## src/core/osadc_regs.svh

```systemverilog
`ifndef OSADC_REGS_SVH
`define OSADC_REGS_SVH

// register byte offsets
`define OSADC_OFS_STATUS 12'h000
`define OSADC_OFS_MASK 12'h004
`define OSADC_OFS_STATE 12'h008
`define OSADC_OFS_FILT 12'h00C
`define OSADC_OFS_COMP 12'h010

// status / mask bit positions
`define OSADC_EV_FILT 0
`define OSADC_EV_COMP 1
`define OSADC_EV_SYNC 2
`define OSADC_EV_W 3

// state register fields
`define OSADC_ST_BUSY 0
`define OSADC_ST_DRDY_N 1
`define OSADC_ST_SEL_LO 2
`define OSADC_ST_SEL_HI 3

// reset values
`define OSADC_MASK_RST 3'h0
`define OSADC_DRDY_N_RST 1'h1

// decimation: last count and result shift per select code
`define OSADC_LAST_256 14'h00FF
`define OSADC_LAST_1024 14'h03FF
`define OSADC_LAST_4096 14'h0FFF
`define OSADC_LAST_16384 14'h3FFF
`define OSADC_SHIFT_256 4'h8
`define OSADC_SHIFT_1024 4'hA
`define OSADC_SHIFT_4096 4'hC
`define OSADC_SHIFT_16384 4'hE

// timing
`define OSADC_CLK_PERIOD_NS 40
`define OSADC_T_CONV_NS 652
`define OSADC_CONV_CYC (`OSADC_T_CONV_NS / `OSADC_CLK_PERIOD_NS)

`endif

```

## src/core/osadc_pkg.sv

```systemverilog
package osadc_pkg;

  typedef enum logic [1:0] {
    OSADC_IDLE = 2'b00,
    OSADC_CONV = 2'b01
  } osadc_state_t;

  typedef enum logic [1:0] {
    OSADC_DF_256 = 2'b00,
    OSADC_DF_1024 = 2'b01,
    OSADC_DF_4096 = 2'b10,
    OSADC_DF_16384 = 2'b11
  } osadc_df_t;

  // one conversion's worth of codes from the converter core
  typedef struct packed {
    logic [31:0] core;
    logic [13:0] diff;
    logic [7:0] cm;
  } osadc_sample_t;

  typedef struct packed {
    logic [13:0] diff;
    logic [7:0] cm;
  } osadc_comp_t;

endpackage

```

## src/core/osadc_top.sv

```systemverilog
// Contract
// - filtered serial out driven only while its read enable is low
// - no-latency serial out driven only while its read enable is low
// - select pins 00/01/10/11 give decimation 256/1024/4096/16384
// - conversion clock rising edge starts a new conversion
// - alignment pulse sets the decimating filter phase
// - data-ready falls when a new filtered word is loaded
// - filtered word shifts out msb first on shift clock rising edges
// - composite word shifts out msb first on its own shift clock
// - busy rises at conversion start and falls when it ends
// - composite is 14 differential bits plus 8 common-mode bits
// - composite refreshed every conversion with no latency
// - filtered result is lowpass filtered and decimated core stream
// - at conversion end the core result feeds the filter
// - full-scale span maps onto 2^32 two's complement levels
//
// The implementer's own choices: the APB slave port and the address map.
`timescale 1ns/10ps
`default_nettype none
`include "osadc_regs.svh"

module osadc_top
  import osadc_pkg::*;
(
  // clock and reset
  input wire logic CLOCK_I,
  input wire logic SRST_I,
  // apb slave
  input wire logic PSEL_I,
  input wire logic PENABLE_I,
  input wire logic PWRITE_I,
  input wire logic [11:0] PADDR_I,
  input wire logic [31:0] PWDATA_I,
  output logic [31:0] PRDATA_O,
  output logic PREADY_O,
  output logic PSLVERR_O,
  output logic IRQ_O,
  // conversion control pins
  input wire logic CONVERSION_CLOCK_I,
  input wire logic FILTER_SYNC_I,
  input wire logic DECIMATION_SELECT_0_I,
  input wire logic DECIMATION_SELECT_1_I,
  output logic BUSY_O,
  output logic FILTERED_DATA_READY_N_O,
  // filtered serial port
  input wire logic FILTERED_READ_ENABLE_N_I,
  input wire logic FILTERED_SHIFT_CLOCK_I,
  output logic FILTERED_SERIAL_OUT_O,
  output logic FILTERED_SERIAL_OE_O,
  // no-latency serial port
  input wire logic NOLATENCY_READ_ENABLE_N_I,
  input wire logic NOLATENCY_SHIFT_CLOCK_I,
  output logic NOLATENCY_SERIAL_OUT_O,
  output logic NOLATENCY_SERIAL_OE_O,
  // converter core
  input wire osadc_sample_t CORE_SAMPLE_I,
  output logic CORE_START_O
);

  localparam int CONV_CYC = `OSADC_CONV_CYC;
  localparam int PIN_N = 8;

  // pin synchronisers: stage one feeds stage two only
  logic [PIN_N-1:0] pin_raw;
  logic [PIN_N-1:0] pin_s1;
  logic [PIN_N-1:0] pin_s2;
  logic [PIN_N-1:0] pin_s3;
  assign pin_raw = {CONVERSION_CLOCK_I, FILTER_SYNC_I,
                    DECIMATION_SELECT_0_I, DECIMATION_SELECT_1_I,
                    FILTERED_READ_ENABLE_N_I, FILTERED_SHIFT_CLOCK_I,
                    NOLATENCY_READ_ENABLE_N_I, NOLATENCY_SHIFT_CLOCK_I};

  always_ff @(posedge CLOCK_I) begin
    pin_s1 <= pin_raw;
    pin_s2 <= pin_s1;
    pin_s3 <= pin_s2;
  end

  wire mclk_rise = pin_s2[7] & ~pin_s3[7];
  wire sync_rise = pin_s2[6] & ~pin_s3[6];
  wire [1:0] sel = pin_s2[5:4];
  wire rd_a_n = pin_s2[3];
  wire sck_a_rise = pin_s2[2] & ~pin_s3[2];
  wire rd_b_n = pin_s2[1];
  wire sck_b_rise = pin_s2[0] & ~pin_s3[0];

  // conversion sequencer
  osadc_state_t state;
  osadc_state_t next_state;
  logic [4:0] conv_cnt;
  logic conv_done;

  wire conv_start = (state == OSADC_IDLE) && mclk_rise;
  wire conv_last = (conv_cnt == 5'(CONV_CYC - 1));

  always_comb begin
    next_state = state;
    conv_done = 1'b0;
    case (state)
      OSADC_IDLE: begin
        if (conv_start) begin
          next_state = OSADC_CONV;
        end
      end
      OSADC_CONV: begin
        if (conv_last) begin
          next_state = OSADC_IDLE;
          conv_done = 1'b1;
        end
      end
      default: next_state = OSADC_IDLE;
    endcase
  end

  always_ff @(posedge CLOCK_I) begin
    if (SRST_I) begin
      state <= OSADC_IDLE;
      conv_cnt <= 5'h00;
    end else begin
      state <= next_state;
      conv_cnt <= (state == OSADC_CONV) ? conv_cnt + 5'h01 : 5'h00;
    end
  end

  assign BUSY_O = (state == OSADC_CONV);
  assign CORE_START_O = conv_start;

  // decimation factor from the straps
  logic [13:0] dec_last;
  logic [3:0] dec_shift;
  always_comb begin
    case (osadc_df_t'(sel))
      OSADC_DF_256: begin
        dec_last = `OSADC_LAST_256;
        dec_shift = `OSADC_SHIFT_256;
      end
      OSADC_DF_1024: begin
        dec_last = `OSADC_LAST_1024;
        dec_shift = `OSADC_SHIFT_1024;
      end
      OSADC_DF_4096: begin
        dec_last = `OSADC_LAST_4096;
        dec_shift = `OSADC_SHIFT_4096;
      end
      default: begin
        dec_last = `OSADC_LAST_16384;
        dec_shift = `OSADC_SHIFT_16384;
      end
    endcase
  end

  // boxcar average: lowpass plus decimate; 46 bits cannot overflow
  // with 16384 full-scale 32-bit samples
  logic [45:0] acc;
  logic [13:0] dec_cnt;
  logic [31:0] filt_word;
  logic filt_load;
  wire [45:0] sample_ext = {{14{CORE_SAMPLE_I.core[31]}},
                            CORE_SAMPLE_I.core};
  wire [45:0] acc_sum = acc + sample_ext;
  wire [45:0] acc_avg = $signed(acc_sum) >>> dec_shift;
  wire dec_wrap = conv_done && (dec_cnt == dec_last);

  always_ff @(posedge CLOCK_I) begin
    if (SRST_I) begin
      acc <= 46'h0;
      dec_cnt <= 14'h0;
      filt_load <= 1'b0;
      filt_word <= 32'h0;
    end else begin
      filt_load <= 1'b0;
      // a sample landing with the pulse is dropped to keep alignment
      if (sync_rise) begin
        acc <= 46'h0;
        dec_cnt <= 14'h0;
      end else if (dec_wrap) begin
        acc <= 46'h0;
        dec_cnt <= 14'h0;
        filt_word <= acc_avg[31:0];
        filt_load <= 1'b1;
      end else if (conv_done) begin
        acc <= acc_sum;
        dec_cnt <= dec_cnt + 14'h1;
      end
    end
  end

  // data ready: low on a new word, else high at each conversion start
  logic drdy_n;
  always_ff @(posedge CLOCK_I) begin
    if (SRST_I) begin
      drdy_n <= `OSADC_DRDY_N_RST;
    end else if (filt_load) begin
      drdy_n <= 1'b0;
    end else if (conv_start) begin
      drdy_n <= 1'b1;
    end
  end
  assign FILTERED_DATA_READY_N_O = drdy_n;

  // output shift registers; load wins over a shift in the same cycle
  logic [31:0] sreg_a;
  logic [21:0] sreg_b;
  osadc_comp_t comp_now;
  osadc_comp_t comp_last;
  assign comp_now = '{diff: CORE_SAMPLE_I.diff, cm: CORE_SAMPLE_I.cm};

  always_ff @(posedge CLOCK_I) begin
    if (SRST_I) begin
      sreg_a <= 32'h0;
      sreg_b <= 22'h0;
      comp_last <= '0;
    end else begin
      if (filt_load) begin
        sreg_a <= filt_word;
      end else if (sck_a_rise && !rd_a_n) begin
        sreg_a <= {sreg_a[30:0], 1'b0};
      end
      if (conv_done) begin
        sreg_b <= comp_now;
        comp_last <= comp_now;
      end else if (sck_b_rise && !rd_b_n) begin
        sreg_b <= {sreg_b[20:0], 1'b0};
      end
    end
  end

  assign FILTERED_SERIAL_OUT_O = sreg_a[31];
  assign FILTERED_SERIAL_OE_O = ~rd_a_n;
  assign NOLATENCY_SERIAL_OUT_O = sreg_b[21];
  assign NOLATENCY_SERIAL_OE_O = ~rd_b_n;

  // apb slave: zero wait states
  logic [`OSADC_EV_W-1:0] status;
  logic [`OSADC_EV_W-1:0] mask;
  logic [31:0] rdata;
  logic [31:0] next_rdata;
  wire apb_acc = PSEL_I && PENABLE_I;
  wire sel_status = (PADDR_I == `OSADC_OFS_STATUS);
  wire sel_mask = (PADDR_I == `OSADC_OFS_MASK);
  wire sel_state = (PADDR_I == `OSADC_OFS_STATE);
  wire sel_filt = (PADDR_I == `OSADC_OFS_FILT);
  wire sel_comp = (PADDR_I == `OSADC_OFS_COMP);
  wire addr_ok = sel_status | sel_mask | sel_state | sel_filt | sel_comp;
  wire rd_status = apb_acc && !PWRITE_I && sel_status;
  wire [`OSADC_EV_W-1:0] ev;
  assign ev[`OSADC_EV_FILT] = filt_load;
  assign ev[`OSADC_EV_COMP] = conv_done;
  assign ev[`OSADC_EV_SYNC] = sync_rise;

  always_comb begin
    next_rdata = 32'h0;
    if (sel_status) begin
      next_rdata[`OSADC_EV_W-1:0] = status;
    end else if (sel_mask) begin
      next_rdata[`OSADC_EV_W-1:0] = mask;
    end else if (sel_state) begin
      next_rdata[`OSADC_ST_BUSY] = BUSY_O;
      next_rdata[`OSADC_ST_DRDY_N] = drdy_n;
      next_rdata[`OSADC_ST_SEL_HI:`OSADC_ST_SEL_LO] = sel;
    end else if (sel_filt) begin
      next_rdata = filt_word;
    end else if (sel_comp) begin
      next_rdata[21:0] = comp_last;
    end
  end

  always_ff @(posedge CLOCK_I) begin
    if (SRST_I) begin
      status <= '0;
      mask <= `OSADC_MASK_RST;
      rdata <= 32'h0;
    end else begin
      // the read clears only the bits it captured in setup, so an event
      // landing between setup and access is kept; a new event wins
      status <= (rd_status ? (status & ~rdata[`OSADC_EV_W-1:0]) : status)
                | ev;
      if (apb_acc && PWRITE_I && sel_mask) begin
        mask <= PWDATA_I[`OSADC_EV_W-1:0];
      end
      if (PSEL_I && !PENABLE_I && !PWRITE_I) begin
        rdata <= next_rdata;
      end
    end
  end

  // read data is captured in setup, so it stands through the access
  assign PRDATA_O = rdata;
  assign PREADY_O = 1'b1;
  assign PSLVERR_O = apb_acc && !addr_ok;
  assign IRQ_O = |(status & mask);
endmodule
`default_nettype wire

```

## config.mk

```make
export PLATFORM = sky130hd
export DESIGN_NAME = osadc_top
export DESIGN_NICKNAME = d
export VERILOG_FILES = /design/src/core/osadc_pkg.sv /design/src/core/osadc_top.sv
export VERILOG_INCLUDE_DIRS = /design/src /design/src/core
export SDC_FILE = /design/constraint.sdc
export NUM_CORES = 1
export LEC_CHECK = 0
export ABC_AREA = 1
export ABC_CLOCK_PERIOD_IN_PS = 2800
export BUFFER_PORTS_ARGS = -buffer_cell sky130_fd_sc_hd__buf_4
export CAP_MARGIN = 15
export CORE_ASPECT_RATIO = 2
export CORE_MARGIN = 4
export CORE_UTILIZATION = 53
export DETAILED_ROUTE_END_ITERATION = 8
export GPL_TIMING_DRIVEN = 0
export PLACE_DENSITY = 0.73
export SLEW_MARGIN = 0
export SYNTH_ARGS = -nofsm -noshare
export SYNTH_HDL_FRONTEND = slang
export SYNTH_SLANG_ARGS = --single-unit
```

## constraint.sdc

```tcl
create_clock -name CLOCK_I -period 2.8 [get_ports CLOCK_I]
set_input_delay 0.56 -clock CLOCK_I [delete_from_list [all_inputs] [get_ports CLOCK_I]]
set_output_delay 0.56 -clock CLOCK_I [all_outputs]
set_load 0.02 [all_outputs]
```

* Word-level counts from Yosys, hierarchy flattened
Index checks and enable logic that the tools add are counted.
** Operators by class
- Add/subtract/negate cells :: 3
- Multipliers :: 0
- Div/mod/pow operators :: 0
- Magnitude comparators :: 0
- Equality and inequality tests :: 11
- Shifts and indexed selects :: 1
- Multiplexer cells :: 24
- Bitwise gates (word level) :: 20
- Reductions and logical operators :: 29
** Operator list (count)
- $mux W22 :: 4
- $mux W32 :: 2
- $mux W29 :: 2
- $add A46 B46 Y46 :: 1
- $sshr A46 B4 Y32 :: 1
- $pmux W14 S3 :: 1
- $mux W28 :: 1
- $eq A12 B4 Y1 const B :: 2
- $add A14 B1 Y14 const B :: 1
- $eq A14 B14 Y1 :: 1
- $eq A12 B3 Y1 const B :: 1
- $eq A12 B5 Y1 const B :: 1
- $logic_and A1 B1 Y1 :: 12
- $logic_not A12 Y1 :: 1
- $mux W10 :: 1
- $mux W3 :: 3
- $pmux W3 S3 :: 1
- $not A1 Y1 :: 8
- $and A3 B3 Y3 :: 2
- $reduce_bool A2 Y1 :: 3
- $reduce_or A3 Y1 :: 2
- $add A5 B1 Y5 const B :: 1
- $eq A5 B4 Y1 const B :: 1
- $logic_not A1 Y1 :: 5
- 15 further kinds :: 30
** Storage, ports and cells
- Bits in registers :: 239
- Latch bits :: 0
- Bits in writable memories :: 0
- ROM bits :: 0
- Input port bits :: 111
- Output and inout bits :: 42
- Word-level logic and storage cells :: 105
- Memories kept :: 0

* Logic depth before layout (Yosys ltp)
Gate-level depths: netlist (run 1).
- Depth in word-level cells :: 7
- Mapped depth :: 18
- Depth with buffers taken out :: 18

* Worst setup path before layout (run 1)
No wires, ideal clock.
- Path type :: input to register
- Start :: input port CORE_SAMPLE_I[22] (netlist name)
- End :: register filt_word[24]
- Setup time :: 0.109 ns
- Data arrival time :: 2.220 ns
- Data required time :: 2.691 ns
- Setup slack :: 0.472 ns
- Stages :: 17
- Path buffers :: 0
- Cell sequence :: ha_1 > inv_1 > fa_1 > inv_1 > nand3_1 > nand2_1 > nand2_1 > nand2_1 > nand2_1 > nand2_1 > nand3_1 > nand3_1 > nand3_1 > nand3_1 > nand3_1 > nand2_1 > inv_1
** Between the ends
- Longest elaborated chain between the ends :: 2
** Ends and longest elaborated chain
- from (decl) :: RTL line osadc_top.sv:56 : input wire osadc_sample_t CORE_SAMPLE_I,
- $add A46 B46 Y46 :: RTL line osadc_top.sv:160 : wire [45:0] acc_sum = acc + sample_ext;
- $sshr A46 B4 Y32 :: RTL line osadc_top.sv:161 : wire [45:0] acc_avg = $signed(acc_sum) >>> dec_shift;
- to (signal assigned) :: RTL line osadc_top.sv:179 : filt_word <= acc_avg[31:0];
- to (decl) :: RTL line osadc_top.sv:156 : logic [31:0] filt_word;
Every way passes these cells.
A chain may end at the register's enable or synchronous reset.

* Worst setup path after layout (run 1)
- Start :: register acc[20]
- End :: register filt_word[26]
** Between the ends
- Longest elaborated chain between the ends :: 2
** Ends and longest elaborated chain
- from (decl) :: RTL line osadc_top.sv:154 : logic [45:0] acc;
- from (signal assigned) :: RTL line osadc_top.sv:182 : acc <= acc_sum;
- $add A46 B46 Y46 :: RTL line osadc_top.sv:160
- $sshr A46 B4 Y32 :: RTL line osadc_top.sv:161
Every way passes these cells.

==> impl_metrics.yaml, run 1 <==
status:
  status: "finished clean"
clock_network:
  clockBufferDepth: 3
  cts_tree: "done"
  clk_latency_ns: 0.55
  cts_root_buf: "clkbuf_16"
  cts_sinks: 234
  h-tree-depth: 1
  clk_pin_slew_ns: 0.07
  cts_buffers: 23
timing:
  rsz0062_at_grt: "true"
  finalCritPeriodShare_pct: 96.5
  clock.fmax_mhz: 370
  slew_headroom_pct: 22.0
  fin_crit_ns: 2.70
  hold_viol: 0
  setup_viol: 0
  skew_ns: 0.0372
  tightest_slew_ns: 1.16
  slew_viol_final: 0
worst_setup_path:
  rrSetupSlack_ns: 0.1
  arrival_ns: 3.13
  rr_worst_depth: 14
  critPathRequiredTime_ns: 3.23
  end_kind: "flop"
  crit_fanout: 5
  worst_setup_path_start_kind: "flop"
  crit_type: "reg -> reg"
placement:
  hpwl_mm: 39.8
  gp_congestion: 1.02
  dpl_cell_area_mm2: 0.0148
  port_buffers: 122
power:
  p_leak_nw: 7.33
  vdd_ir_drop_max_v: 0.000518
  p_per_area_mw_per_mm2: 482
  total_power_mw: 7.59
detailed_routing:
  ant_nets: 0
  drt-wirelength-per-cell_um: 18.9
  vias: 14529
  routed_wl_mm: 48.8
  detail_route.vias_per_cell: 5.61
  drt_iter0_markers: 959
  dr.pass1.iters: 5
  drc: 0
floorplanning:
  die_w_um: 121
  die_h_um: 234
  core-area_mm2: 0.0251
  die_area_mm2: 0.0283
  start_util_pct: 53.7
  rows: 82
  io_pins: 153
synthesis:
  ys_warn_count: 0
  synth_area_mm2: 0.0135
  synth_seq_cells: 234
  synth_cell_types: 47
  postSynthAreaPerCell_um2: 6.47
  seq_area_frac_synth_pct: 34.7
  syn_inst: 2089
  synth_fp_nets: 2249
final_layout:
  drive_gt1_share_pct: 10.4
  final_net_count: 2396
  insertedDiodeCount: 0
  mostFrequentLayoutCells: "nand2_1, inv_1, dfxtp_1, nand3_1, nor2_1"
  final_area_mm2: 0.0158
  layout_commonest_cell: "nand2_1"
  fill_cells: 2445
  area_growth_pct: 16.6
job:
  maxCapViolations: 0
global_route:
  grt_pass1_vias: 14409
  grt_max_degree: 16
  grt_pass1_wl_mm: 74.4
  track_usage_pct: 34.0
  antenna_found_initial: 0
  overflow: 0
hold_path:
  whs_path_depth: 1
  hp-class: "in -> reg"
## timing repair
action | in CTS | in global routing
hold buffers | 0 | 0
setup endpoints to repair | 11 | 44
endpoints found under the hold margin | 0 | 0
resized for setup | 2 | 16
pin swaps | 0 | 0
buffers inserted | 0 | 0
## cells in the mapped netlist, drive strengths merged
library cell  number  share of area (%)
a21oi            135                5.3
o21bai             4               0.22
xnor2             11               0.71
a21o               1              0.056
xor2              11               0.71
a311oi            48                3.1
conb               1              0.028
nor2             182                5.3
nor3b              4               0.22
nand3            222                8.4
nand2            627                 17
a31oi             15               0.69
o2111ai            1              0.065
nor4               5               0.28
nand4             17               0.83
and2               1              0.056
nor3               8               0.37
dfxtp            234                 35
a32o               8               0.59
o21a               6               0.33
inv              294                8.2
or2                1              0.046
o21ai             73                2.7
a211oi             3               0.17
nand2b             1              0.046
buf               26                1.0
ha                48                4.4
clkbuf            61                1.7
o22ai              1              0.046
clkinv             1              0.028
and3               1              0.046
o211ai            37                2.1
fa                 1               0.15
## power breakdown
part	internal (mW)	switching, mW	leakage, nW
logic	0.227	0.418	5.02
registers	3.38	0.0292	1.90
clock network	2.13	1.40	0.414
total	5.74	1.85	7.33
## per-stage QoR
step	TNS [ns]	utilization (%)	hold WS, ns	cells	setup WS (ns)
finish	0	62.7	0.114	2589	0.0993
global route	-0.134	62.7	0.107	2589	-0.0583
CTS	0	62.5	0.103	2589	0.0292
detailed placement	-4.33	59.1	0.314	2547	-0.249
global placement	-2.79	59.1	0.310	2547	-0.217
floorplan	0	-	0.310	2089	0.472
## sequential cells by signal, indices dropped and copies added, names as in the netlist, 4 cells and up
signal,flops
PRDATA_O,32
acc,46
comp_last,22
conv_cnt,5
dec_cnt,14
filt_word,32
pin_s1,8
pin_s2,8
pin_s3,4
sreg_a,32
sreg_b,22
## critical path, stage by stage, from the launching register on
cell and delay [ns]:
dfxtp_1 0.32, ha_1 0.36, nand2_1 0.12, nor2_1 0.35, nand2_1 0.27, nor2_1 0.15, nand2_1 0.16, nand3_2 0.18
nand2_1 0.10, nand3_1 0.14, nand3_1 0.13, nand3_1 0.13, nand3_1 0.08, nand2_1 0.06, inv_1 0.03
## metal layers
layer	vias up	GRT usage [%]	wire, um	part of all wire [%]
met1	6576	30.1	15600	32
met5	-	0	0	0
met4	0	32.3	5620	12
li1	7110	-	-	-
met3	265	4.34	2330	4.8
met2	578	64.2	25300	52
## area by class of cell
class | count | area, um2 | area share (%)
buffer | 87 | 372 | 2.36
clock buffer | 27 | 611 | 3.88
clock inverter | 15 | 241 | 1.53
inverter | 295 | 1110 | 7.03
multi-input combinational | 1473 | 7400 | 47.0
sequential | 234 | 4680 | 29.7
tap | 336 | 420 | 2.67
timing repair buffer | 122 | 916 | 5.81
## path summary, 6_finish.rpt
kind,from,to
setup / recovery,acc[20],filt_word[26]
hold / removal,NOLATENCY_READ_ENABLE_N_I,pin_s1[1]
setup reg to reg,acc[20],filt_word[26]
hold reg to reg,pin_s1[7],pin_s2[7]
## cells by family after synthesis
logic type	synth area share, %
AO/OA/AOI/OAI	15.3
XOR/XNOR	1.43
adder cells (fa/ha/maj)	4.59
buffers and inverters	10.9
flip-flops	34.7
other	0.0278
AND/OR/NAND/NOR	33.1
Note: power is estimated with default switching activity, not from simulation.
==> run 2: changes to the inputs <==
--- a/config.mk
+++ b/config.mk
@@ -12,10 +12,9 @@
 export CAP_MARGIN = 15
 export CORE_ASPECT_RATIO = 2
 export CORE_MARGIN = 4
-export CORE_UTILIZATION = 53
+export CORE_UTILIZATION = 40
 export DETAILED_ROUTE_END_ITERATION = 8
 export GPL_TIMING_DRIVEN = 0
-export PLACE_DENSITY = 0.73
 export SLEW_MARGIN = 0
 export SYNTH_ARGS = -nofsm -noshare
 export SYNTH_HDL_FRONTEND = slang
==> run 2 against run 1 <==
Wire length is 4.1% higher; global-route usage fell by 6.8 points; total power decreased by 5.4%; clock skew fell by 0.017 ns; final cell count up 3.7%; critical path type unchanged; highest routed layer unchanged.
==> impl_metrics.yaml, run 2 (synthesized netlist as in run 1, its figures left out) <==
detailed_routing:
  drt-wirelength-per-cell_um: 18.9
  routed_wl_mm: 50.8
  detail_route.vias_per_cell: 5.29
  drt_iter0_markers: 752
  vias: 14185
  ant_nets: 0
  dr.pass1.iters: 7
  drc: 0
timing:
  setup_viol: 0
  tightest_slew_ns: 0.788
  fin_crit_ns: 2.67
  clock.fmax_mhz: 374
  holdWs_ns: 0.114
  slew_headroom_pct: 47.5
  slew_viol_final: 0
  hold_viol: 0
  skew_ns: 0.0199
  setup_slack_ns: 0.126
  fin_setup_tns_ns: 0
  finalCritPeriodShare_pct: 95.5
power:
  p_per_area_mw_per_mm2: 455
  vdd_ir_drop_max_v: 0.000428
  total_power_mw: 7.17
  p_leak_nw: 7.27
hold_path:
  hp-class: "in -> reg"
  whs_path_depth: 1
  min_from: "DECIMATION_SELECT_1_I"
  min_to: "pin_s1[4]"
clock_network:
  clockBufferDepth: 3
  cts_sinks: 234
  post-cts-setup-buffer-count: 0
  cts_buffers: 24
  clk_pin_slew_ns: 0.06
  cts_tree: "done"
  cts_root_buf: "clkbuf_16"
  clk_latency_ns: 0.55
  h-tree-depth: 1
worst_setup_path:
  arrival_ns: 3.11
  critPathRequiredTime_ns: 3.23
  rrSetupSlack_ns: 0.13
  crit_type: "reg -> reg"
  crit_top_cell: "nand3_1"
  crit_start: "acc[19]"
  worstReg2RegEnd: "filt_word[26]"
  crit_fanout: 5
  r2r_start: "acc[19]"
  worst_setup_path_start_kind: "flop"
  rr_worst_depth: 14
  critPathMaxStageDelay_ns: 0.38
  slowest_stage: "ha_1"
  cp_cell_sequence: "ha_1 > nand2_1 > nor2_1 > nand2_1 > inv_1 > nand4_1 > nand3_1 > nand2_1 > nand3_1 > nand3_1 > nand3_1 > nand3_1 > nand2_1 > inv_1"
  end_kind: "flop"
floorplanning:
  io_pins: 153
  start_util_pct: 40.3
  die_w_um: 138
  die_area_mm2: 0.0370
  rows: 95
  core-area_mm2: 0.0335
  die_h_um: 268
placement:
  dp.cells: 2647
  place_ws_ns: -0.293
  dpl_cell_area_mm2: 0.0150
  hpwl_mm: 42.1
  port_buffers: 122
  gp_congestion: 0.999
status:
  status: "finished clean"
final_layout:
  largest_reg_flops: 46
  mostFrequentLayoutCells: "nand2_1, inv_1, dfxtp_1, nand3_1, nor2_1"
  layout_commonest_cell: "nand2_1"
  fill_cells: 3655
  final_area_mm2: 0.0158
  insertedDiodeCount: 0
  stdcell_count: 2684
  regMostFlops: "acc"
  area_growth_pct: 16.6
  drive_gt1_share_pct: 10.3
  final_net_count: 2398
  utilization_pct: 47.0
job:
  maxCapViolations: 0
global_route:
  grt_pass1_wl_mm: 76.4
  grt_max_degree: 16
  overflow: 0
  track_usage_pct: 27.2
  antenna_found_initial: 0
  grt_pass1_vias: 14304
==> run 2: cell count changes in the layout (fill, tap and decap cells not counted), sizes merged <==
| cell | before | now |
|---|---|---|
| clkinvlp | 2 | 1 |
| clkinv | 6 | 4 |
| clkbuf | 88 | 93 |
| inv | 296 | 294 |
| bufinv | 6 | 1 |
==> run 2: worst max path at each step <==
stage	end	slack (ns)	cells after the start
final	filt_word[26]	0.13	14
after global routing	filt_word[28]	-0.006	18
after CTS	filt_word[28]	0.006	18
after detailed placement	acc[44]	-0.29	18
after global placement	acc[44]	-0.23	18
after floorplan	filt_word[24]	0.47	17
==> run 2: critical path, delay by kind of cell (launching register included) <==
kind | cells | cell delay (ns)
adders and majority gates | 1 | 0.38
and+or+nand+nor | 11 | 1.73
DFF | 1 | 0.31
buffers and inverters | 2 | 0.15
==> run 2: cell type report <==
| type | instances | area (um2) | share of cell area (%) |
|---|---|---|---|
| multi-input combinational | 1473 | 7400 | 47.0 |
| sequential | 234 | 4680 | 29.7 |
| inverter | 295 | 1110 | 7.03 |
| timing repair buffer | 123 | 923 | 5.86 |
| clock buffer | 31 | 668 | 4.24 |
| tap | 436 | 546 | 3.46 |
| buffer | 87 | 372 | 2.36 |
| clock inverter | 5 | 56.3 | 0.357 |
==> run 2: power by group <==
| group | internal, mW | switching, mW |
|---|---|---|
| Sequential | 3.38 | 0.0288 |
| Combinational | 0.228 | 0.421 |
| Clock | 1.75 | 1.36 |
==> run 2: repair_timing <==
action,CTS,global route
hold buffers,0,0
resized for setup,4,15
setup endpoints to repair,25,25
gates cloned,0,0
pin swaps,0,1
==> run 2: per-layer routing <==
layer	vias up	share of wire [%]	GRT usage, %
met3	179	3.5	2.45
met1	6501	33	24.5
li1	7089	-	-
met4	0	9.6	22.1
met2	416	54	52.9
met5	-	0	0
